File: config.mk
export PLATFORM = sky130hd
export DESIGN_NAME = i2cs_ctrl
export DESIGN_NICKNAME = d
export VERILOG_FILES = /design/src/hdl/i2cs_sync2.v /design/src/hdl/i2cs_ctrl.v
export VERILOG_INCLUDE_DIRS = /design/src /design/src/hdl
export SDC_FILE = /design/constraint.sdc
export NUM_CORES = 1
export LEC_CHECK = 0
export BUFFER_PORTS_ARGS = -buffer_cell sky130_fd_sc_hd__buf_2
export CORE_AREA = 2 2 73 110
export CTS_CLUSTER_SIZE = 40
export DETAILED_ROUTE_END_ITERATION = 10
export DIE_AREA = 0 0 75 112
export PLACE_DENSITY_LB_ADDON = 0.2
export SYNTH_ARGS = -nofsm -noshare
export SYNTH_HDL_FRONTEND = slang
export SYNTH_SLANG_ARGS = --single-unit
File: constraint.sdc
create_clock -name mclk -period 2.3 [get_ports mclk]
set_input_delay 0.115 -clock mclk [delete_from_list [all_inputs] [get_ports mclk]]
set_output_delay 0.115 -clock mclk [all_outputs]
set_load 0.02 [all_outputs]
File: src/hdl/i2cs_consts.vh
// register map, field positions, reset values and timing constants of the two-wire controller
`ifndef I2CS_CONSTS_VH
`define I2CS_CONSTS_VH
// ==========================================
// register offsets (byte addresses)
`define I2CS_SOFT_RESET_KEY_OFF 9'h040
`define I2CS_CONTROL_OFF        9'h100
`define I2CS_STATUS_WORD_OFF    9'h104
// ==========================================
// control field positions
`define I2CS_CTL_EN    0
`define I2CS_CTL_TXRST 1
`define I2CS_CTL_MASTER   2
`define I2CS_CTL_TX       3
`define I2CS_CTL_ACK_VAL  4
`define I2CS_CTL_RESTART  5
`define I2CS_CTL_GEN_CALL 6
`define I2CS_CTL_RESET    7'h00
// status_word field positions
`define I2CS_STAT_BUSY    2
// ==========================================
// soft reset key and pulse
`define I2CS_RESET_KEY   4'ha
`define I2CS_RST_PULSE   3'h4
// ==========================================
// bus answers
`define I2CS_RESP_OKAY   2'h0
`define I2CS_RESP_SLVERR 2'h2
// ==========================================
// timing: system clock period and quarter bit time of generated conditions
`define I2CS_CLK_NS      100
`define I2CS_QTR_NS      2500
// general call address
`define I2CS_GC_ADDR     8'h00
`endif

File: src/hdl/i2cs_sync2.v
// two flip-flop synchroniser for asynchronous pin inputs
module i2cs_sync2 #(
   parameter WIDTH = 2
) (
   input  wire             mclk,
   input  wire             nrst,
   input  wire [WIDTH-1:0] d,
   output wire [WIDTH-1:0] q
);
   reg [WIDTH-1:0] meta_r;
   reg [WIDTH-1:0] sync_r;

   // first stage feeds only the second; pins idle high
   always @(posedge mclk or negedge nrst) begin
      if (!nrst) begin
         meta_r <= {WIDTH{1'b1}};
         sync_r <= {WIDTH{1'b1}};
      end else begin
         meta_r <= d;
         sync_r <= meta_r;
      end
   end
   assign q = sync_r;
endmodule // i2cs_sync2

File: src/hdl/i2cs_ctrl.v
// two-wire controller: soft reset key, control register and bus condition engine
`include "i2cs_consts.vh"

module i2cs_ctrl #(
   parameter [6:0] OWN_ADDR = 7'h10
) (
   input  wire        mclk,
   input  wire        nrst,
   // register port
   input  wire [8:0]  s_axi_awaddr,
   input  wire        s_axi_awvalid,
   output wire        s_axi_awready,
   input  wire [31:0] s_axi_wdata,
   input  wire [3:0]  s_axi_wstrb,
   input  wire        s_axi_wvalid,
   output wire        s_axi_wready,
   output reg  [1:0]  s_axi_bresp,
   output reg         s_axi_bvalid,
   input  wire        s_axi_bready,
   input  wire [8:0]  s_axi_araddr,
   input  wire        s_axi_arvalid,
   output wire        s_axi_arready,
   output reg  [31:0] s_axi_rdata,
   output reg  [1:0]  s_axi_rresp,
   output reg         s_axi_rvalid,
   input  wire        s_axi_rready,
   // two-wire bus, open drain
   input  wire        scl_i,
   output wire        scl_o,
   output wire        scl_oe,
   input  wire        sda_i,
   output wire        sda_o,
   output wire        sda_oe,
   // slave receive data
   output reg  [7:0]  rx_byte,
   output reg         rx_valid
);
   localparam integer QTR_CYC = (`I2CS_QTR_NS + `I2CS_CLK_NS - 1) / `I2CS_CLK_NS;
   localparam [7:0]   QTR     = QTR_CYC[7:0];
   // master engine states
   localparam [3:0] M_IDLE = 4'h0, M_STA1 = 4'h1, M_STA2 = 4'h2, M_HOLD = 4'h3,
                    M_RS1  = 4'h4, M_RS2  = 4'h5, M_SP1  = 4'h6, M_SP2  = 4'h7,
                    M_SP3  = 4'h8;

   // ==========================================
   // declarations
   reg  [2:0] srst_cnt_r;
   reg  [6:0] ctl_r;
   reg  [3:0] mst_r, bit_cnt_r;
   reg  [7:0] tmr_r, shf_r;
   reg  [1:0] pin_d_r;
   reg        busy_r, m_scl_low_r, m_sda_low_r, mode_clr_r, rep_clr_r;
   reg        addr_ph_r, addressed_r, ack_drv_r;
   wire [1:0] pin_s;
   wire       soft_rst = (srst_cnt_r != 3'h0);
   wire       en       = ctl_r[`I2CS_CTL_EN];
   wire       wr_hs    = s_axi_awvalid & s_axi_wvalid & ~s_axi_bvalid & ~soft_rst;
   wire       scl_s    = pin_s[1];
   wire       sda_s    = pin_s[0];
   wire       scl_rise = scl_s & ~pin_d_r[1];
   wire       scl_fall = ~scl_s & pin_d_r[1];
   wire       sta_det  = scl_s & pin_d_r[1] & ~sda_s & pin_d_r[0];
   wire       sto_det  = scl_s & pin_d_r[1] & sda_s & ~pin_d_r[0];
   wire       tmr_done = (tmr_r == 8'h00);

   // ==========================================
   // pin synchronisers
   i2cs_sync2 #(.WIDTH(2)) u_sync (
      .mclk (mclk),
      .nrst (nrst),
      .d    ({scl_i, sda_i}),
      .q    (pin_s)
   );

   // open-drain drive: only ever pull low
   assign scl_o  = 1'b0;
   assign sda_o  = 1'b0;
   assign scl_oe = m_scl_low_r;
   assign sda_oe = m_sda_low_r | ack_drv_r;

   // ==========================================
   // register port handshakes
   assign s_axi_awready = wr_hs;
   assign s_axi_wready  = wr_hs;
   assign s_axi_arready = ~s_axi_rvalid;

   // write answer and soft reset pulse
   always @(posedge mclk or negedge nrst) begin
      if (!nrst) begin
         srst_cnt_r   <= 3'h0;
         s_axi_bvalid <= 1'b0;
         s_axi_bresp  <= `I2CS_RESP_OKAY;
      end else begin
         if (s_axi_bvalid & s_axi_bready)
            s_axi_bvalid <= 1'b0;
         if (soft_rst) begin
            srst_cnt_r <= srst_cnt_r - 3'h1;
            if (srst_cnt_r == 3'h1) begin
               s_axi_bvalid <= 1'b1;
               s_axi_bresp  <= `I2CS_RESP_OKAY;
            end
         end else if (wr_hs) begin
            if (s_axi_awaddr == `I2CS_SOFT_RESET_KEY_OFF) begin
               if (s_axi_wdata[3:0] == `I2CS_RESET_KEY) begin
                  srst_cnt_r <= `I2CS_RST_PULSE;
               end else begin
                  s_axi_bvalid <= 1'b1;
                  s_axi_bresp  <= `I2CS_RESP_SLVERR;
               end
            end else begin
               s_axi_bvalid <= 1'b1;
               s_axi_bresp  <= (s_axi_awaddr == `I2CS_CONTROL_OFF ||
                                s_axi_awaddr == `I2CS_STATUS_WORD_OFF) ?
                               `I2CS_RESP_OKAY : `I2CS_RESP_SLVERR;
            end
         end
      end
   end

   // read answer
   always @(posedge mclk or negedge nrst) begin
      if (!nrst) begin
         s_axi_rvalid <= 1'b0;
         s_axi_rdata  <= 32'h0000_0000;
         s_axi_rresp  <= `I2CS_RESP_OKAY;
      end else if (s_axi_rvalid) begin
         if (s_axi_rready)
            s_axi_rvalid <= 1'b0;
      end else if (s_axi_arvalid) begin
         s_axi_rvalid <= 1'b1;
         s_axi_rresp  <= `I2CS_RESP_OKAY;
         case (s_axi_araddr)
            `I2CS_CONTROL_OFF:        s_axi_rdata <= {25'h0, ctl_r};
            `I2CS_STATUS_WORD_OFF:    s_axi_rdata <= {29'h0, busy_r, 2'h0};
            `I2CS_SOFT_RESET_KEY_OFF: s_axi_rdata <= 32'h0000_0000;
            default: begin
               s_axi_rdata <= 32'h0000_0000;
               s_axi_rresp <= `I2CS_RESP_SLVERR;
            end
         endcase
      end
   end

   // control register: software write, then hardware self-clears MASTER and RESTART
   always @(posedge mclk or negedge nrst) begin
      if (!nrst) begin
         ctl_r <= `I2CS_CTL_RESET;
      end else if (soft_rst) begin
         ctl_r <= `I2CS_CTL_RESET;
      end else begin
         if (wr_hs && s_axi_awaddr == `I2CS_CONTROL_OFF && s_axi_wstrb[0])
            ctl_r <= s_axi_wdata[6:0];
         if (mode_clr_r)
            ctl_r[`I2CS_CTL_MASTER] <= 1'b0;
         if (rep_clr_r)
            ctl_r[`I2CS_CTL_RESTART] <= 1'b0;
      end
   end

   // ==========================================
   // bus monitor: edges and busy flag
   always @(posedge mclk or negedge nrst) begin
      if (!nrst) begin
         pin_d_r <= 2'h3;
         busy_r  <= 1'b0;
      end else begin
         pin_d_r <= pin_s;
         if (soft_rst)
            busy_r <= 1'b0;
         else if (sta_det)
            busy_r <= 1'b1;
         else if (sto_det)
            busy_r <= 1'b0;
      end
   end

   // ==========================================
   // master condition engine: START, repeated START, STOP
   always @(posedge mclk or negedge nrst) begin
      if (!nrst) begin
         mst_r       <= M_IDLE;
         tmr_r       <= 8'h00;
         m_scl_low_r <= 1'b0;
         m_sda_low_r <= 1'b0;
         mode_clr_r  <= 1'b0;
         rep_clr_r   <= 1'b0;
      end else if (soft_rst || !en) begin
         mst_r       <= M_IDLE;
         tmr_r       <= 8'h00;
         m_scl_low_r <= 1'b0;
         m_sda_low_r <= 1'b0;
         mode_clr_r  <= 1'b0;
         rep_clr_r   <= 1'b0;
      end else begin
         mode_clr_r <= 1'b0;
         rep_clr_r  <= 1'b0;
         if (!tmr_done)
            tmr_r <= tmr_r - 8'h01;
         case (mst_r)
            M_IDLE: begin
               if (ctl_r[`I2CS_CTL_RESTART] && !mode_clr_r && !rep_clr_r) begin
                  mode_clr_r <= 1'b1;
                  rep_clr_r  <= 1'b1;
               end else if (ctl_r[`I2CS_CTL_MASTER] && !mode_clr_r) begin
                  if (busy_r) begin
                     mode_clr_r <= 1'b1;
                  end else begin
                     mst_r       <= M_STA1;
                     m_sda_low_r <= 1'b1;
                     tmr_r       <= QTR;
                  end
               end
            end
            M_STA1: if (tmr_done) begin
               if (ctl_r[`I2CS_CTL_RESTART])
                  rep_clr_r <= 1'b1;
               mst_r       <= M_STA2;
               m_scl_low_r <= 1'b1;
               tmr_r       <= QTR;
            end
            M_STA2: if (tmr_done)
               mst_r <= M_HOLD;
            M_HOLD: begin
               if (!ctl_r[`I2CS_CTL_MASTER]) begin
                  mst_r <= M_SP1;
                  tmr_r <= QTR;
               end else if (ctl_r[`I2CS_CTL_RESTART]) begin
                  mst_r       <= M_RS1;
                  m_sda_low_r <= 1'b0;
                  tmr_r       <= QTR;
               end
            end
            M_RS1: if (tmr_done) begin
               mst_r       <= M_RS2;
               m_scl_low_r <= 1'b0;
               tmr_r       <= QTR;
            end
            M_RS2: begin
               if (!sda_s) begin
                  mst_r      <= M_IDLE;
                  mode_clr_r <= 1'b1;
                  rep_clr_r  <= 1'b1;
               end else if (tmr_done) begin
                  mst_r       <= M_STA1;
                  m_sda_low_r <= 1'b1;
                  tmr_r       <= QTR;
               end
            end
            M_SP1: begin
               m_sda_low_r <= 1'b1;
               if (tmr_done) begin
                  mst_r       <= M_SP2;
                  m_scl_low_r <= 1'b0;
                  tmr_r       <= QTR;
               end
            end
            M_SP2: if (tmr_done) begin
               mst_r       <= M_SP3;
               m_sda_low_r <= 1'b0;
               tmr_r       <= QTR;
            end
            M_SP3: if (tmr_done)
               mst_r <= M_IDLE;
            default: mst_r <= M_IDLE;
         endcase
      end
   end

   // ==========================================
   // slave receiver: address match and acknowledge slot
   always @(posedge mclk or negedge nrst) begin
      if (!nrst) begin
         bit_cnt_r   <= 4'h0;
         shf_r       <= 8'h00;
         addr_ph_r   <= 1'b0;
         addressed_r <= 1'b0;
         ack_drv_r   <= 1'b0;
         rx_byte     <= 8'h00;
         rx_valid    <= 1'b0;
      end else if (soft_rst || !en) begin
         bit_cnt_r   <= 4'h0;
         addr_ph_r   <= 1'b0;
         addressed_r <= 1'b0;
         ack_drv_r   <= 1'b0;
         rx_valid    <= 1'b0;
      end else begin
         rx_valid <= 1'b0;
         if (sta_det) begin
            bit_cnt_r   <= 4'h0;
            addr_ph_r   <= 1'b1;
            addressed_r <= 1'b0;
            ack_drv_r   <= 1'b0;
         end else if (sto_det) begin
            addr_ph_r   <= 1'b0;
            addressed_r <= 1'b0;
            ack_drv_r   <= 1'b0;
         end else if (addr_ph_r || addressed_r) begin
            if (scl_rise && bit_cnt_r < 4'h8) begin
               shf_r     <= {shf_r[6:0], sda_s};
               bit_cnt_r <= bit_cnt_r + 4'h1;
            end else if (scl_rise && bit_cnt_r == 4'h8) begin
               bit_cnt_r <= 4'h9;
            end else if (scl_fall && bit_cnt_r == 4'h8) begin
               if (addr_ph_r) begin
                  addr_ph_r <= 1'b0;
                  if ((shf_r[7:1] == OWN_ADDR && !shf_r[0]) ||
                      (ctl_r[`I2CS_CTL_GEN_CALL] && shf_r == `I2CS_GC_ADDR)) begin
                     addressed_r <= 1'b1;
                     ack_drv_r   <= 1'b1;
                  end else begin
                     bit_cnt_r <= 4'h0;
                  end
               end else begin
                  rx_byte   <= shf_r;
                  rx_valid  <= 1'b1;
                  ack_drv_r <= ~ctl_r[`I2CS_CTL_ACK_VAL];
               end
            end else if (scl_fall && bit_cnt_r == 4'h9) begin
               ack_drv_r <= 1'b0;
               bit_cnt_r <= 4'h0;
            end
         end
      end
   end
endmodule // i2cs_ctrl

==> qor.csv <==
metric,value,unit
worst reg2reg setup slack,250,ps
"Async S/R FF share, synth",100.0,%
Vias,2897,
Pleak,2.103,nW
initial core utilization,49.51,%
Slew @ Worst Pin,683.1,ps
Tcrit/Tclk final,89.23,%
share of cells above drive strength 1,25.62,%
placed cells,523,
RR Startpoint,srst_cnt_r[0],
hold path endpoint,ctl_r[4],
final number of max-transition violations,0,
Peak VDD IR,479.0,uV
initial DRC count,101,
met1 WL,3073,um
most numerous cell in the Yosys netlist,dfrtp_1,
Synth cell types,55,
post-synthesis sequential area ratio,46.24,%
status,finished clean,
GR Overflow Total,0,
CTS tree,built,
met3 wire len,275,um
Num Clock Sinks,68,
CP Capture Type,register,
Slew headroom,54.11,%
top layer in use,met4,
Critical Path Start Type,register,
Tot GR Track Use,20.10,%
Fmax,487.3,MHz
RSZ-0062 raised after global routing,no,
Final Hold Fails,0,
Reg2Reg Depth,7,
number of synthesis warnings,0,
Worst Path Arrival,2260,ps
"Avg Cell Area, Syn",10.07,um2
Clock Path Buffers,2,
# rows,39,
worst-skew pair later-pin latency,330,ps
Synth area leaders,"dfrtp_1 (42%), buf_4 (6.3%), mux2_2 (4.9%)",
vias in the first global route,2865,
IO buf count,59,
Vias per Instance,5.335,
drt pass-1 iters,5,
antenna violations before repair,0,
CORE AREA,7466,um2
clk slew on worst S/H paths,60,ps
Fin Setup TNS,0,ps
min-delay src,s_axi_wdata[4],
Syn-to-layout area delta,19.36,%
Hold WC Path Type,primary input to register,
Placer Congestion,0.8331,
Post-CTS Setup Bufs,0,
fillers,680,
Ant. Diodes,0,
Num CTS Buffers,9,
cell count after synthesis,367,
post-layout minimum cycle time,2052,ps
max-cap check violation count,0,
IO Pins,117,
Die H,112,um
hold path cells,3,
wire length on met2,4297,um
total die area,8400,um2
first-pass GRT wire length,12930,um
clk_skew,6.735,ps
H-tree depth,3,
count of non-filler cells in the finished layout,543,
Routed WL per cell,14.45,um
Post-synth EDFFs,0,
RR Endpoint,ctl_r[5],
"Net count, final",507,
"Max FO, Critical Path",7,
Detailed Route WL,7844,um
DRC Markers,0,
"Setup violations, final",0,
HPWL after detailed placement,5741,um
post-synth top area cell,dfrtp_1,
die width,75,um
post-synth top area share,41.98,%
Commonest cells post-synth,"dfrtp_1 (62), buf_4 (31), nor2_1 (31)",
pwr dens,736.1,nW/um2
CP required,2510,ps
Root Driver,clkbuf_16,
"Cell Area, Synth",3696,um2
WS Path Type,register to register,
largest net degree at the start of global routing,41,
antenna-violating nets left,0,
Main synth FF type,dfrtp_1,
register bit total from synthesis,68,
## worst max path at each step
stage | startpoint | endpoint | cells past startpoint
floorplan | srst_cnt_r[0] | ctl_r[2] | 8
global placement | srst_cnt_r[0] | ctl_r[1] | 7
detailed placement | srst_cnt_r[0] | ctl_r[5] | 7
CTS | srst_cnt_r[0] | ctl_r[5] | 7
global route | srst_cnt_r[0] | ctl_r[5] | 7
finish | srst_cnt_r[0] | ctl_r[5] | 7
## layout make-up
| cell class | instances | area, um2 | share of cell area, % |
|---|---|---|---|
| clock buffer | 9 | 225.2 | 5.105 |
| timing repair buffer | 72 | 417.9 | 9.472 |
| multi-input combinational | 268 | 1750 | 39.68 |
| tap | 102 | 127.6 | 2.893 |
| inverter | 18 | 67.56 | 1.531 |
| clock inverter | 6 | 113.9 | 2.581 |
| sequential | 68 | 1709 | 38.74 |
## flip-flops by register name, indices dropped and copies added, names as in the netlist, 2 cells and up
register / cells
bit_cnt_r: 4
rx_byte: 8
ctl_r: 7
srst_cnt_r: 3
u_sync.q: 2
mst_r: 4
pin_d_r: 2
u_sync.meta_r: 2
shf_r: 8
s_axi_rdata: 7
tmr_r: 8
## metal layers
metal	track usage, %	vias up
met5	0	-
met4	9.881	0
met3	4.615	15
met2	34.56	76
met1	22.47	1413
li1	-	1393
## metrics by stage
stage | power, W | worst slack, ps | util [%] | hold WS [ps] | area, um2
2_1_floorplan | 0.001592 | 67.54 | - | -180.6 | 3801
3_3_place_gp | 0.001686 | 236.4 | 53.86 | 190.8 | 4021
3_5_place_dp | 0.001696 | 161.8 | 53.86 | 189.1 | 4021
4_1_cts | 0.003282 | 104.1 | 59.07 | 41.51 | 4410
5_1_grt | 0.003399 | 67.90 | 59.09 | 58.17 | 4412
6_report | 0.003247 | 247.8 | 59.09 | 46.61 | 4412
## placed cells by master (no fill, tap or decap), types with 8 or more instances in the layout
cell / count
dfrtp_1: 62
buf_2: 59
nor2_1: 31
conb_1: 29
nand2_1: 21
inv_1: 18
nor3_1: 18
mux2_2: 16
a21oi_1: 15
o21ai_0: 13
mux2i_1: 12
o211ai_1: 9
clkbuf_16: 9
nor2b_1: 8
a22o_1: 8
## where the power goes
part	switching (W)	internal, W	total (W)	leakage (nW)
Sequential	0.0000407	0.00126	0.00130	0.917
Clock	0.000516	0.00105	0.00157	0.158
Combinational	0.000244	0.000136	0.000379	1.03
Total	0.000800	0.00245	0.00325	2.10
## worst max-delay path, stage by stage, from the launching register on
cell and delay, ps:
dfrtp_1 410, nor2_1 110, ha_1 210, inv_1 70, nor3_1 350, and4_2 470, mux2i_1 260, nor3_1 70
## timing repair
item                                    4_1_cts  5_1_grt
resized for setup                             0        1
endpoints found under the hold margin        32        0
hold buffers                                  5        0
endpoints found under the setup margin        0        3
## logic make-up (layout without fill, tap and decap cells)
group | count (synthesis) | in the layout | share of synthesized area (%)
buffers and inverters | 59 | 105 | 9.275
other | 1 | 29 | 0.1015
and+or+nand+nor | 126 | 126 | 18.96
adders and majority gates | 7 | 7 | 2.370
muxes | 28 | 28 | 8.125
AOI/OAI and AO/OA | 73 | 73 | 13.74
xor gates and xnor gates | 5 | 5 | 1.185
DFF | 68 | 68 | 46.24
Power figures use the tool's default switching activity.
